### config.mk
export PLATFORM = sky130hd
export DESIGN_NAME = oc_fault_response
export DESIGN_NICKNAME = d
export VERILOG_FILES = /design/src/hdl/oc_delay_timer.v /design/src/hdl/oc_fault_response.v /design/src/hdl/pin_sync3.v
export VERILOG_INCLUDE_DIRS = /design/src /design/src/hdl
export SDC_FILE = /design/constraint.sdc
export NUM_CORES = 1
export LEC_CHECK = 0
export ABC_CLOCK_PERIOD_IN_PS = 3900
export BUFFER_PORTS_ARGS = -buffer_cell sky130_fd_sc_hd__buf_2
export CAP_MARGIN = 40
export CORE_ASPECT_RATIO = 0.9
export CORE_UTILIZATION = 30
export DETAILED_ROUTE_END_ITERATION = 10
export MAX_ROUTING_LAYER = met4
export PLACE_DENSITY = 0.56
export SYNTH_ARGS = -nofsm -noshare
export SYNTH_HDL_FRONTEND = slang
export SYNTH_SLANG_ARGS = --single-unit
### constraint.sdc
create_clock -name CLK_SYS -period 3.9 [get_ports CLK_SYS]
set_clock_uncertainty 0.2 [all_clocks]
set_input_delay 0.195 -clock CLK_SYS [delete_from_list [all_inputs] [get_ports CLK_SYS]]
set_output_delay 0.195 -clock CLK_SYS [all_outputs]
set_load 0.03 [all_outputs]
### src/hdl/oc_fault_regs.vh
// Purpose: command codes, field positions, reset values and state codes of the
//          over-current fault response block
// Assumes: one 100 MHz system clock; command port carries one command per strobe
// Notes:   definitions only, included by the main module and the delay timer
`ifndef OC_FAULT_REGS_VH
`define OC_FAULT_REGS_VH

// =====================================================================
// command codes
`define CMD_CLEAR_FAULTS 8'h03
`define CMD_OC_LIMIT 8'h46
`define CMD_OC_RESPONSE 8'h47
`define CMD_STATUS_CURRENT 8'h7b
`define CMD_TIME_UNIT 8'hd2

// =====================================================================
// field positions of the response byte
`define RESP_MODE_HI 7
`define RESP_MODE_LO 6
`define RESP_RETRY_HI 5
`define RESP_RETRY_LO 3
`define RESP_TIME_HI 2
`define RESP_TIME_LO 0

// response codes
`define MODE_IGNORE 2'h0
`define MODE_COND_CC 2'h1
`define MODE_DELAY_CC 2'h2
`define MODE_SHUTDOWN 2'h3

// retry codes
`define RETRY_NONE 3'h0
`define RETRY_FOREVER 3'h7

// status byte: over-current fault bit
`define STATUS_OC_BIT 7

// =====================================================================
// reset values
`define RST_OC_LIMIT 16'h0000
`define RST_OC_RESPONSE 8'hc0
`define RST_TIME_UNIT 16'h0064
`define RST_BYTE 8'h00
`define RST_WORD 16'h0000
`define RST_RETRY_CNT 3'h0
`define RST_UNITS 8'h00

// =====================================================================
// sizes and small constants
`define UNIT_ONE 16'h0001
`define UNITS_ONE 8'h01
`define COUNT_ONE 3'h1

// =====================================================================
// controller states
`define ST_OFF 3'h0
`define ST_RUN 3'h1
`define ST_DELAY 3'h2
`define ST_WAIT 3'h3
`define ST_LATCHED 3'h4

`endif

### src/hdl/oc_delay_timer.v
// Purpose: retry and delay timer counting 2^n delay time units
// Assumes: unit length is given in system clock cycles by the time-unit register
// Notes:   a load restarts the interval; done is a one-cycle pulse at its end
`timescale 1ns/1ns
`include "oc_fault_regs.vh"

// =====================================================================
// delay timer
module oc_delay_timer (
  input wire clk,
  input wire rst,
  input wire load,
  input wire [2:0] exponent,
  input wire [15:0] unit_cycles,
  output wire busy,
  output reg done
);

  reg [15:0] cycle_cnt; // cycles inside the current unit
  reg [7:0] units_left; // whole units still to run
  wire unit_tick; // one-cycle enable at the end of each unit

  // number of units for a field value: 1, 2, 4 .. 128
  function [7:0] units_of;
    input [2:0] code;
    begin
      units_of = `UNITS_ONE << code;
    end
  endfunction

  // a unit of zero would never tick, so it is treated as a one-cycle unit
  assign unit_tick = (cycle_cnt + `UNIT_ONE >= unit_cycles);
  assign busy = (units_left != `RST_UNITS);

  // unit divider and unit countdown, reloaded on every load
  always @(posedge clk or posedge rst) begin
    if (rst) begin
      cycle_cnt <= `RST_WORD;
      units_left <= `RST_UNITS;
      done <= 1'b0;
    end else begin
      done <= 1'b0;
      if (load) begin
        cycle_cnt <= `RST_WORD;
        units_left <= units_of(exponent);
      end else if (busy) begin
        if (unit_tick) begin
          cycle_cnt <= `RST_WORD;
          units_left <= units_left - `UNITS_ONE;
          if (units_left == `UNITS_ONE) begin
            done <= 1'b1;
          end
        end else begin
          cycle_cnt <= cycle_cnt + `UNIT_ONE;
        end
      end
    end
  end

endmodule // oc_delay_timer

### src/hdl/oc_fault_response.v
// Purpose: output over-current fault response controller with its command registers
// Assumes: over-current, low-voltage, remote-control and bias-good arrive as pins;
//          the operation on/off state and other-fault shutdown come from same-clock logic
// Notes:   the analog current limit itself lives outside; this block only enables it
`timescale 1ns/1ns
`include "oc_fault_regs.vh"

// =====================================================================
module oc_fault_response (
  input wire CLK_SYS,
  input wire SYS_RST,
  input wire [7:0] CMD_CODE,
  input wire [15:0] WR_DATA,
  input wire WR_STB,
  input wire RD_STB,
  output reg [15:0] RD_DATA,
  output reg RD_VALID,
  input wire OC_DETECT,
  input wire VOUT_BELOW_LV,
  input wire CTRL_ON,
  input wire BIAS_OK,
  input wire OPERATION_ON,
  input wire OTHER_FAULT,
  output reg OUTPUT_EN,
  output reg CC_LIMIT_EN,
  output reg [15:0] OC_LIMIT,
  output reg OC_FAULT_FLAG,
  output reg ALERT_N
);

  // =====================================================================
  // registers and internal state
  reg [7:0] oc_response; // response byte: mode, retries, time
  reg [15:0] time_unit; // length of one delay unit in system cycles
  reg [2:0] state; // controller state
  reg [2:0] next_state; // combinational next state
  reg [2:0] retry_cnt; // restart attempts made since the fault
  reg probation; // a restart is running, not yet proven good
  reg timer_load; // combinational timer reload request
  reg count_retry; // combinational: a restart attempt starts now
  reg clear_retry; // combinational: retry counter goes back to zero
  wire [3:0] pins; // synchronised pin levels
  wire oc_now; // over-current seen by the sensor
  wire vout_low; // output below the low-voltage floor
  wire ctrl_on; // remote control pin asks for on
  wire bias_ok; // bias supply good
  wire enabled; // output is commanded on and may run
  wire [1:0] mode; // response code
  wire [2:0] retry_set; // retry code
  wire timer_busy; // delay interval running
  wire timer_done; // delay interval ended
  wire wr_clear_faults; // clear-faults command
  wire wr_status_clear; // write-one to the over-current status bit
  wire fault_clear; // either host command that clears the latched fault
  wire oc_event; // over-current seen while the output runs

  // =====================================================================
  // pin inputs: three stages plus a filter flop each, pins are not on this clock
  pin_sync3 #(
    .WIDTH(4)
  ) u_pins (
    .clk(CLK_SYS),
    .rst(SYS_RST),
    .pin_in({BIAS_OK, CTRL_ON, VOUT_BELOW_LV, OC_DETECT}),
    .level(pins)
  );

  assign oc_now = pins[0];
  assign vout_low = pins[1];
  assign ctrl_on = pins[2];
  assign bias_ok = pins[3];

  // on needs both controls and bias; losing any of them drops the output
  assign enabled = ctrl_on & OPERATION_ON & bias_ok & ~OTHER_FAULT;

  assign mode = oc_response[`RESP_MODE_HI:`RESP_MODE_LO];
  assign retry_set = oc_response[`RESP_RETRY_HI:`RESP_RETRY_LO];

  assign wr_clear_faults = WR_STB & (CMD_CODE == `CMD_CLEAR_FAULTS);
  assign wr_status_clear = WR_STB & (CMD_CODE == `CMD_STATUS_CURRENT) &
                           WR_DATA[`STATUS_OC_BIT];
  assign fault_clear = wr_clear_faults | wr_status_clear;

  // only a running output can be over current
  assign oc_event = oc_now & ((state == `ST_RUN) | (state == `ST_DELAY));

  // =====================================================================
  // delay timer: fault-ride interval or restart spacing, by state
  oc_delay_timer u_timer (
    .clk(CLK_SYS),
    .rst(SYS_RST),
    .load(timer_load),
    .exponent(oc_response[`RESP_TIME_HI:`RESP_TIME_LO]),
    .unit_cycles(time_unit),
    .busy(timer_busy),
    .done(timer_done)
  );

  // =====================================================================
  // retry decision: may another restart be tried after this shutdown
  function may_retry;
    input [2:0] setting;
    input [2:0] done_cnt;
    begin
      if (setting == `RETRY_FOREVER) begin
        may_retry = 1'b1;
      end else if (setting == `RETRY_NONE) begin
        may_retry = 1'b0;
      end else begin
        may_retry = (done_cnt < setting);
      end
    end
  endfunction

  // =====================================================================
  // next-state logic of the fault controller
  always @* begin
    next_state = state;
    timer_load = 1'b0;
    count_retry = 1'b0;
    clear_retry = 1'b0;
    case (state)
      `ST_OFF: begin
        // fresh start: the retry budget is full again
        clear_retry = 1'b1;
        if (enabled) begin
          next_state = `ST_RUN;
        end
      end
      `ST_RUN: begin
        if (!enabled) begin
          next_state = `ST_OFF;
        end else if (oc_now) begin
          case (mode)
            `MODE_IGNORE: begin
              next_state = `ST_RUN;
            end
            `MODE_COND_CC: begin
              if (vout_low) begin
                // shutdown: a retry waits one interval before it starts
                next_state = may_retry(retry_set, retry_cnt) ? `ST_WAIT : `ST_LATCHED;
                timer_load = 1'b1;
              end
            end
            `MODE_DELAY_CC: begin
              next_state = `ST_DELAY;
              timer_load = 1'b1;
            end
            default: begin
              next_state = may_retry(retry_set, retry_cnt) ? `ST_WAIT : `ST_LATCHED;
              timer_load = 1'b1;
            end
          endcase
        end else if (probation && timer_done) begin
          // one full interval with no over-current: the restart worked
          clear_retry = 1'b1;
        end
      end
      `ST_DELAY: begin
        if (!enabled) begin
          next_state = `ST_OFF;
        end else if (timer_done) begin
          if (oc_now) begin
            // still limiting at the end of the ride time
            next_state = may_retry(retry_set, retry_cnt) ? `ST_WAIT : `ST_LATCHED;
            timer_load = 1'b1;
          end else begin
            next_state = `ST_RUN;
          end
        end
      end
      `ST_WAIT: begin
        if (!enabled) begin
          next_state = `ST_OFF;
        end else if (fault_clear) begin
          next_state = `ST_OFF;
        end else if (timer_done || !timer_busy) begin
          next_state = `ST_RUN;
          count_retry = 1'b1;
          timer_load = 1'b1;
        end
      end
      `ST_LATCHED: begin
        // stays off until cleared; off-on and bias loss also clear it
        if (!enabled || fault_clear) begin
          next_state = `ST_OFF;
        end
      end
      default: begin
        next_state = `ST_OFF;
      end
    endcase
  end

  // =====================================================================
  // controller state, retry counter and output controls
  always @(posedge CLK_SYS or posedge SYS_RST) begin
    if (SYS_RST) begin
      state <= `ST_OFF;
      retry_cnt <= `RST_RETRY_CNT;
      probation <= 1'b0;
      OUTPUT_EN <= 1'b0;
      CC_LIMIT_EN <= 1'b0;
    end else begin
      state <= next_state;
      if (clear_retry || fault_clear) begin
        retry_cnt <= `RST_RETRY_CNT;
      end else if (count_retry && retry_set != `RETRY_FOREVER) begin
        // the continuous setting never counts, so it can never run out
        retry_cnt <= retry_cnt + `COUNT_ONE;
      end
      // probation runs from a restart until a clean interval or a new fault
      if (count_retry) begin
        probation <= 1'b1;
      end else if (clear_retry || next_state != `ST_RUN) begin
        probation <= 1'b0;
      end
      OUTPUT_EN <= (next_state == `ST_RUN) | (next_state == `ST_DELAY);
      // brickwall limiting while the sensor is over the limit
      CC_LIMIT_EN <= oc_now & ((next_state == `ST_RUN) | (next_state == `ST_DELAY));
    end
  end

  // =====================================================================
  // status flag and host alert: a new fault wins over a clear in the same cycle
  always @(posedge CLK_SYS or posedge SYS_RST) begin
    if (SYS_RST) begin
      OC_FAULT_FLAG <= 1'b0;
      ALERT_N <= 1'b1;
    end else begin
      if (oc_event) begin
        OC_FAULT_FLAG <= 1'b1;
        ALERT_N <= 1'b0;
      end else if (fault_clear) begin
        OC_FAULT_FLAG <= 1'b0;
        ALERT_N <= 1'b1;
      end
    end
  end

  // =====================================================================
  // command writes: limit word, response byte, time unit word
  always @(posedge CLK_SYS or posedge SYS_RST) begin
    if (SYS_RST) begin
      OC_LIMIT <= `RST_OC_LIMIT;
      oc_response <= `RST_OC_RESPONSE;
      time_unit <= `RST_TIME_UNIT;
    end else if (WR_STB) begin
      case (CMD_CODE)
        `CMD_OC_LIMIT: begin
          OC_LIMIT <= WR_DATA;
        end
        `CMD_OC_RESPONSE: begin
          oc_response <= WR_DATA[7:0];
        end
        `CMD_TIME_UNIT: begin
          time_unit <= WR_DATA;
        end
        default: begin
          // other codes store nothing here
          OC_LIMIT <= OC_LIMIT;
        end
      endcase
    end
  end

  // =====================================================================
  // command reads: answer one cycle after the strobe, unknown codes read zero
  always @(posedge CLK_SYS or posedge SYS_RST) begin
    if (SYS_RST) begin
      RD_DATA <= `RST_WORD;
      RD_VALID <= 1'b0;
    end else begin
      RD_VALID <= RD_STB;
      if (RD_STB) begin
        case (CMD_CODE)
          `CMD_OC_LIMIT: begin
            RD_DATA <= OC_LIMIT;
          end
          `CMD_OC_RESPONSE: begin
            RD_DATA <= {`RST_BYTE, oc_response};
          end
          `CMD_TIME_UNIT: begin
            RD_DATA <= time_unit;
          end
          `CMD_STATUS_CURRENT: begin
            RD_DATA <= {`RST_BYTE, OC_FAULT_FLAG, 7'h00};
          end
          default: begin
            RD_DATA <= `RST_WORD;
          end
        endcase
      end
    end
  end

endmodule // oc_fault_response

### src/hdl/pin_sync3.v
// Purpose: three-stage synchroniser for asynchronous pin levels
// Assumes: inputs change slowly compared with the system clock
// Notes:   the output rises only when stages two and three are both high, and falls as soon as they disagree
`timescale 1ns/1ns

// =====================================================================
// pin synchroniser
module pin_sync3 #(
  parameter WIDTH = 1
) (
  input wire clk,
  input wire rst,
  input wire [WIDTH-1:0] pin_in,
  output reg [WIDTH-1:0] level
);

  reg [WIDTH-1:0] stage1; // metastability catcher, read by stage2 only
  reg [WIDTH-1:0] stage2; // first settled copy
  reg [WIDTH-1:0] stage3; // second settled copy

  // shift chain plus filter; a bit rises only once high for two edges and falls on the first disagreement
  always @(posedge clk or posedge rst) begin
    if (rst) begin
      stage1 <= {WIDTH{1'b0}};
      stage2 <= {WIDTH{1'b0}};
      stage3 <= {WIDTH{1'b0}};
      level <= {WIDTH{1'b0}};
    end else begin
      stage1 <= pin_in;
      stage2 <= stage1;
      stage3 <= stage2;
      level <= (stage2 & stage3) | (level & ~(stage2 ^ stage3));
    end
  end

endmodule // pin_sync3

==> summary by stage <==
Run status
The run finished with clean final reports.

Placement
During placement, the flow inserted port buffers numbering 70. At the end of routability-driven placement, the weighted congestion stood at 0.8625. Summed over all nets, the half-perimeter wirelength after detailed placement is 9941 um. The pre-CTS worst setup slack is 64.03 ps. The count of placed standard cells including taps is 833.

Drt
The count of nets left with antenna violations after detail routing is 0. Dividing the detail-routed wire length by the instance count gives around 16 um. The detailed router placed roughly 4500 vias in this run. The first routing iteration left 330 violations.

The count of TritonRoute iterations in the first routing pass is 8. The ratio of routed vias to standard cells is 5.113. The final layout contains routed wiring with a total length of roughly 14000 um. The DRC violation count after routing is 0.

Global route
The total congestion overflow after global routing is 0. The global routing usage summed across all routing layers is 0.1513. The initial antenna violation count came to 0.

The first-pass GRT wire length is 22670 um. The largest net degree at the start of global routing is 70. The via count of the first global-routing pass is 4496.

Cells and area
From synthesis to final layout, the design area changed by 21.90%. After the last flow step, the layout net total stands at 690. For this run, the number of standard cells in the final layout without fillers is slightly below 900.

The number of antenna diodes is 0. The fraction of final layout cells sized beyond drive strength 1 is 0.2587.

Logic synthesis
The main flop type after synthesis is dfrtp_1. Of the total synthesized cell area, the portion taken by full adders, half adders and majority gates is 0.06072. Synthesis inferred 109 register bits. A synthesized cell averages 10.44 um^2. dfrtp_1 takes more of the synthesized area than any other cell. The share of synthesized area in the top cell type comes to 0.4632. The fraction of the mapped netlist area in compound gates is 0.1491.

By count the netlist is led by 103 x dfrtp_1, 48 x inv_1, 37 x mux2_2. The netlist area before placement is 5564 um^2. dfrtp_1 is the most common cell in the netlist.

The simple-gate area share of the yosys netlist is 0.1390. The share of flip-flops with an asynchronous set or reset after synthesis is 1.000. The combinational family with the most area after synthesis is compound AO/OA/AOI/OAI gates. The distinct cell type count of the synthesized netlist is 63. The number of enable flip-flop cells after synthesis is 0.

Yosys attributes the largest share of cell area to dfrtp_1 46%, mux2_2 7.5%, ha_1 6.1%. Synthesis produced a netlist whose cell count is 533. The register area share after synthesis is 0.4916. The net count of the mapped netlist is 594.

The share of synthesized area spent on multiplexers is 0.07848. Of the total synthesized cell area, the portion taken by XOR and XNOR cells is 0.02833. The total number of yosys warnings is 0.

STA
The number of setup violations in the final report is 0. In the final timing run, aggregate negative setup slack is 0 ps. Across all setup checks in the final design, the least slack found is 218.1 ps. The number of hold violations in the final report is 0. The maximum clock frequency is 271.6 MHz. Setup repair after global routing left no endpoint under its margin. The post-layout minimum cycle time is around 3700 ps. For the pin with the worst max-slew slack, the measured transition is 770.9 ps. The count of final max-slew check failures is 0.

The headroom to the max-slew limit is 0.4826. Of the available clock period, the critical path in the final layout requires 0.9441.

Worst setup path
The setup path with the least slack is of type reg -> reg. The arrival time at the worst endpoint is around 3700 ps. In this run the worst setup path begins at u_timer.cycle_cnt[0].

The startpoint of the worst register-to-register path is u_timer.cycle_cnt[0]. The required time at the worst-slack endpoint is 3930 ps. The critical-path maximum fanout is 13. The startpoint type of the worst setup path is a register. The critical path endpoint category is a register.

Die
The die is 131.2 um tall. For this design the top-level I/O count stands at 71. For this configuration, the core starts out at a cell density of 0.3108. The region available for standard cell placement spans between 15000 and 20000 um^2. The floorplan has between 40 and 50 rows. The floorplan step set the die width to 145.6 um.

The die covers between 15000 and 20000 um^2.

Pwr
The static power due to leakage is 3.094 nW. In this run the power density over the cells is 435.7 nW/um^2. The overall power of the completed layout is between 2 and 3 mW. The largest voltage drop on the vdd net is 0.2048 mV.

Flow run
The tool flagged a number of max-cap violations equal to 0.

Clocking
The clock passes through at most 2 buffers. CTS built an H-tree with a depth of 3. TritonCTS built the clock tree. The clock buffer count from CTS is 9. The later pin in the worst-skew pair is clocked with a latency of 350 ps. After clock tree synthesis, the clock-pin slew on the worst setup and hold paths is approximately 70 ps.

The cell chosen for the clock root is clkbuf_16. The clock drives between 100 and 150 sinks.

Hold path
The class of the most critical hold timing path is in -> async.
logic make-up after synthesis:
logic type	Yosys count
buf+inv	70
flops	109
mux	39
compound gates	123
fa+ha+maj	27
xor+xnor	18
simple gates	147
registers in the layout (all words and copies together), names as in the netlist:
signal and count:
CC_LIMIT_EN 1, RD_VALID 1, u_timer.units_left 8, u_pins.stage3 4, state 3, u_timer.done 1, OUTPUT_EN 1, retry_cnt 3
u_pins.stage2 4, time_unit 16, RD_DATA 16, ALERT_N 1, probation 1, OC_FAULT_FLAG 1, u_pins.stage1 4, OC_LIMIT 16
oc_response 8, u_pins.level 4, u_timer.cycle_cnt 16
worst max-delay path, cell delays in order (launching register included):
cell	delay [ps]
dfrtp_2	420
ha_4	170
and3_2	240
and3_1	230
and2_1	180
nand2_1	80
xnor2_1	150
ha_1	330
nand4_1	150
a211oi_2	220
o41ai_1	140
a21oi_4	270
o21ai_4	150
o31a_2	360
o31a_1	280
per-layer routing:
metal  up-vias  global-route usage  wire, um
li1       2114                   -         -
met1      2203              0.2007      6521
met4         0             0.04620       208
met2       134              0.2326      6231
met3        18             0.02986       651
met5         -                   -         0
layout by cell type (no fill, tap or decap), types with 6 or more instances in the layout:
master | synthesis | routed
xnor2_1 | 11 | 11
inv_1 | 48 | 47
buf_2 | 3 | 70
a22oi_1 | 10 | 10
buf_4 | 3 | 14
nand3_1 | 24 | 24
nand2_1 | 34 | 34
clkbuf_16 | 0 | 9
a21oi_1 | 23 | 23
dfstp_2 | 6 | 6
nand4_1 | 6 | 6
xor2_1 | 7 | 7
dlygate4sd3_1 | 0 | 22
o21ai_0 | 22 | 22
o22ai_1 | 16 | 16
a31oi_1 | 10 | 10
nor2_1 | 31 | 31
ha_1 | 27 | 26
dfrtp_1 | 103 | 102
mux2_2 | 37 | 37
nor3_1 | 10 | 10
a222oi_1 | 8 | 8
final timing paths:
kind	depth (start not counted)	slack (ps)	endpoint
worst max-delay path	14	220	u_timer.units_left[3]
worst min-delay path	3	120	u_pins.stage1[1]
worst max register to register	14	220	u_timer.units_left[3]
worst min register to register	0	150	u_pins.stage2[2]
max in group asynchronous	4	2730	time_unit[2]
min in group CLK_SYS	0	150	u_pins.stage2[2]
final cells by class:
| type | count | area [um^2] |
|---|---|---|
| fill | 1724 | 11120 |
| clock inverter | 5 | 43.79 |
| tap | 240 | 300.3 |
| inverter | 48 | 182.7 |
| sequential | 109 | 2736 |
| multi-input combinational | 354 | 2574 |
| timing repair buffer | 107 | 703.2 |
| clock buffer | 11 | 242.7 |
per-stage QoR:
step	util	hold WS, ps	cell area, um^2
global route	0.3789	146.8	6783
global placement	0.3456	103.4	6186
detailed placement	0.3471	-50.18	6213
CTS	0.3754	114.4	6720
finish	0.3789	123.7	6783
floorplan	-	26.43	5564
where the power goes:
group	internal [mW]	switching (mW)
Clock	0.458	0.427
Sequential	1.23	0.0929
Combinational	0.329	0.415
Total	2.02	0.936
timing repair:
action                                  in CTS  in global routing
hold buffers                                22                  0
endpoints found under the setup margin       0                 15
resized for setup                            0                  9
hold endpoints to repair                   147                  0
setup buffers                                0                  3
Power figures use the tool's default switching activity.
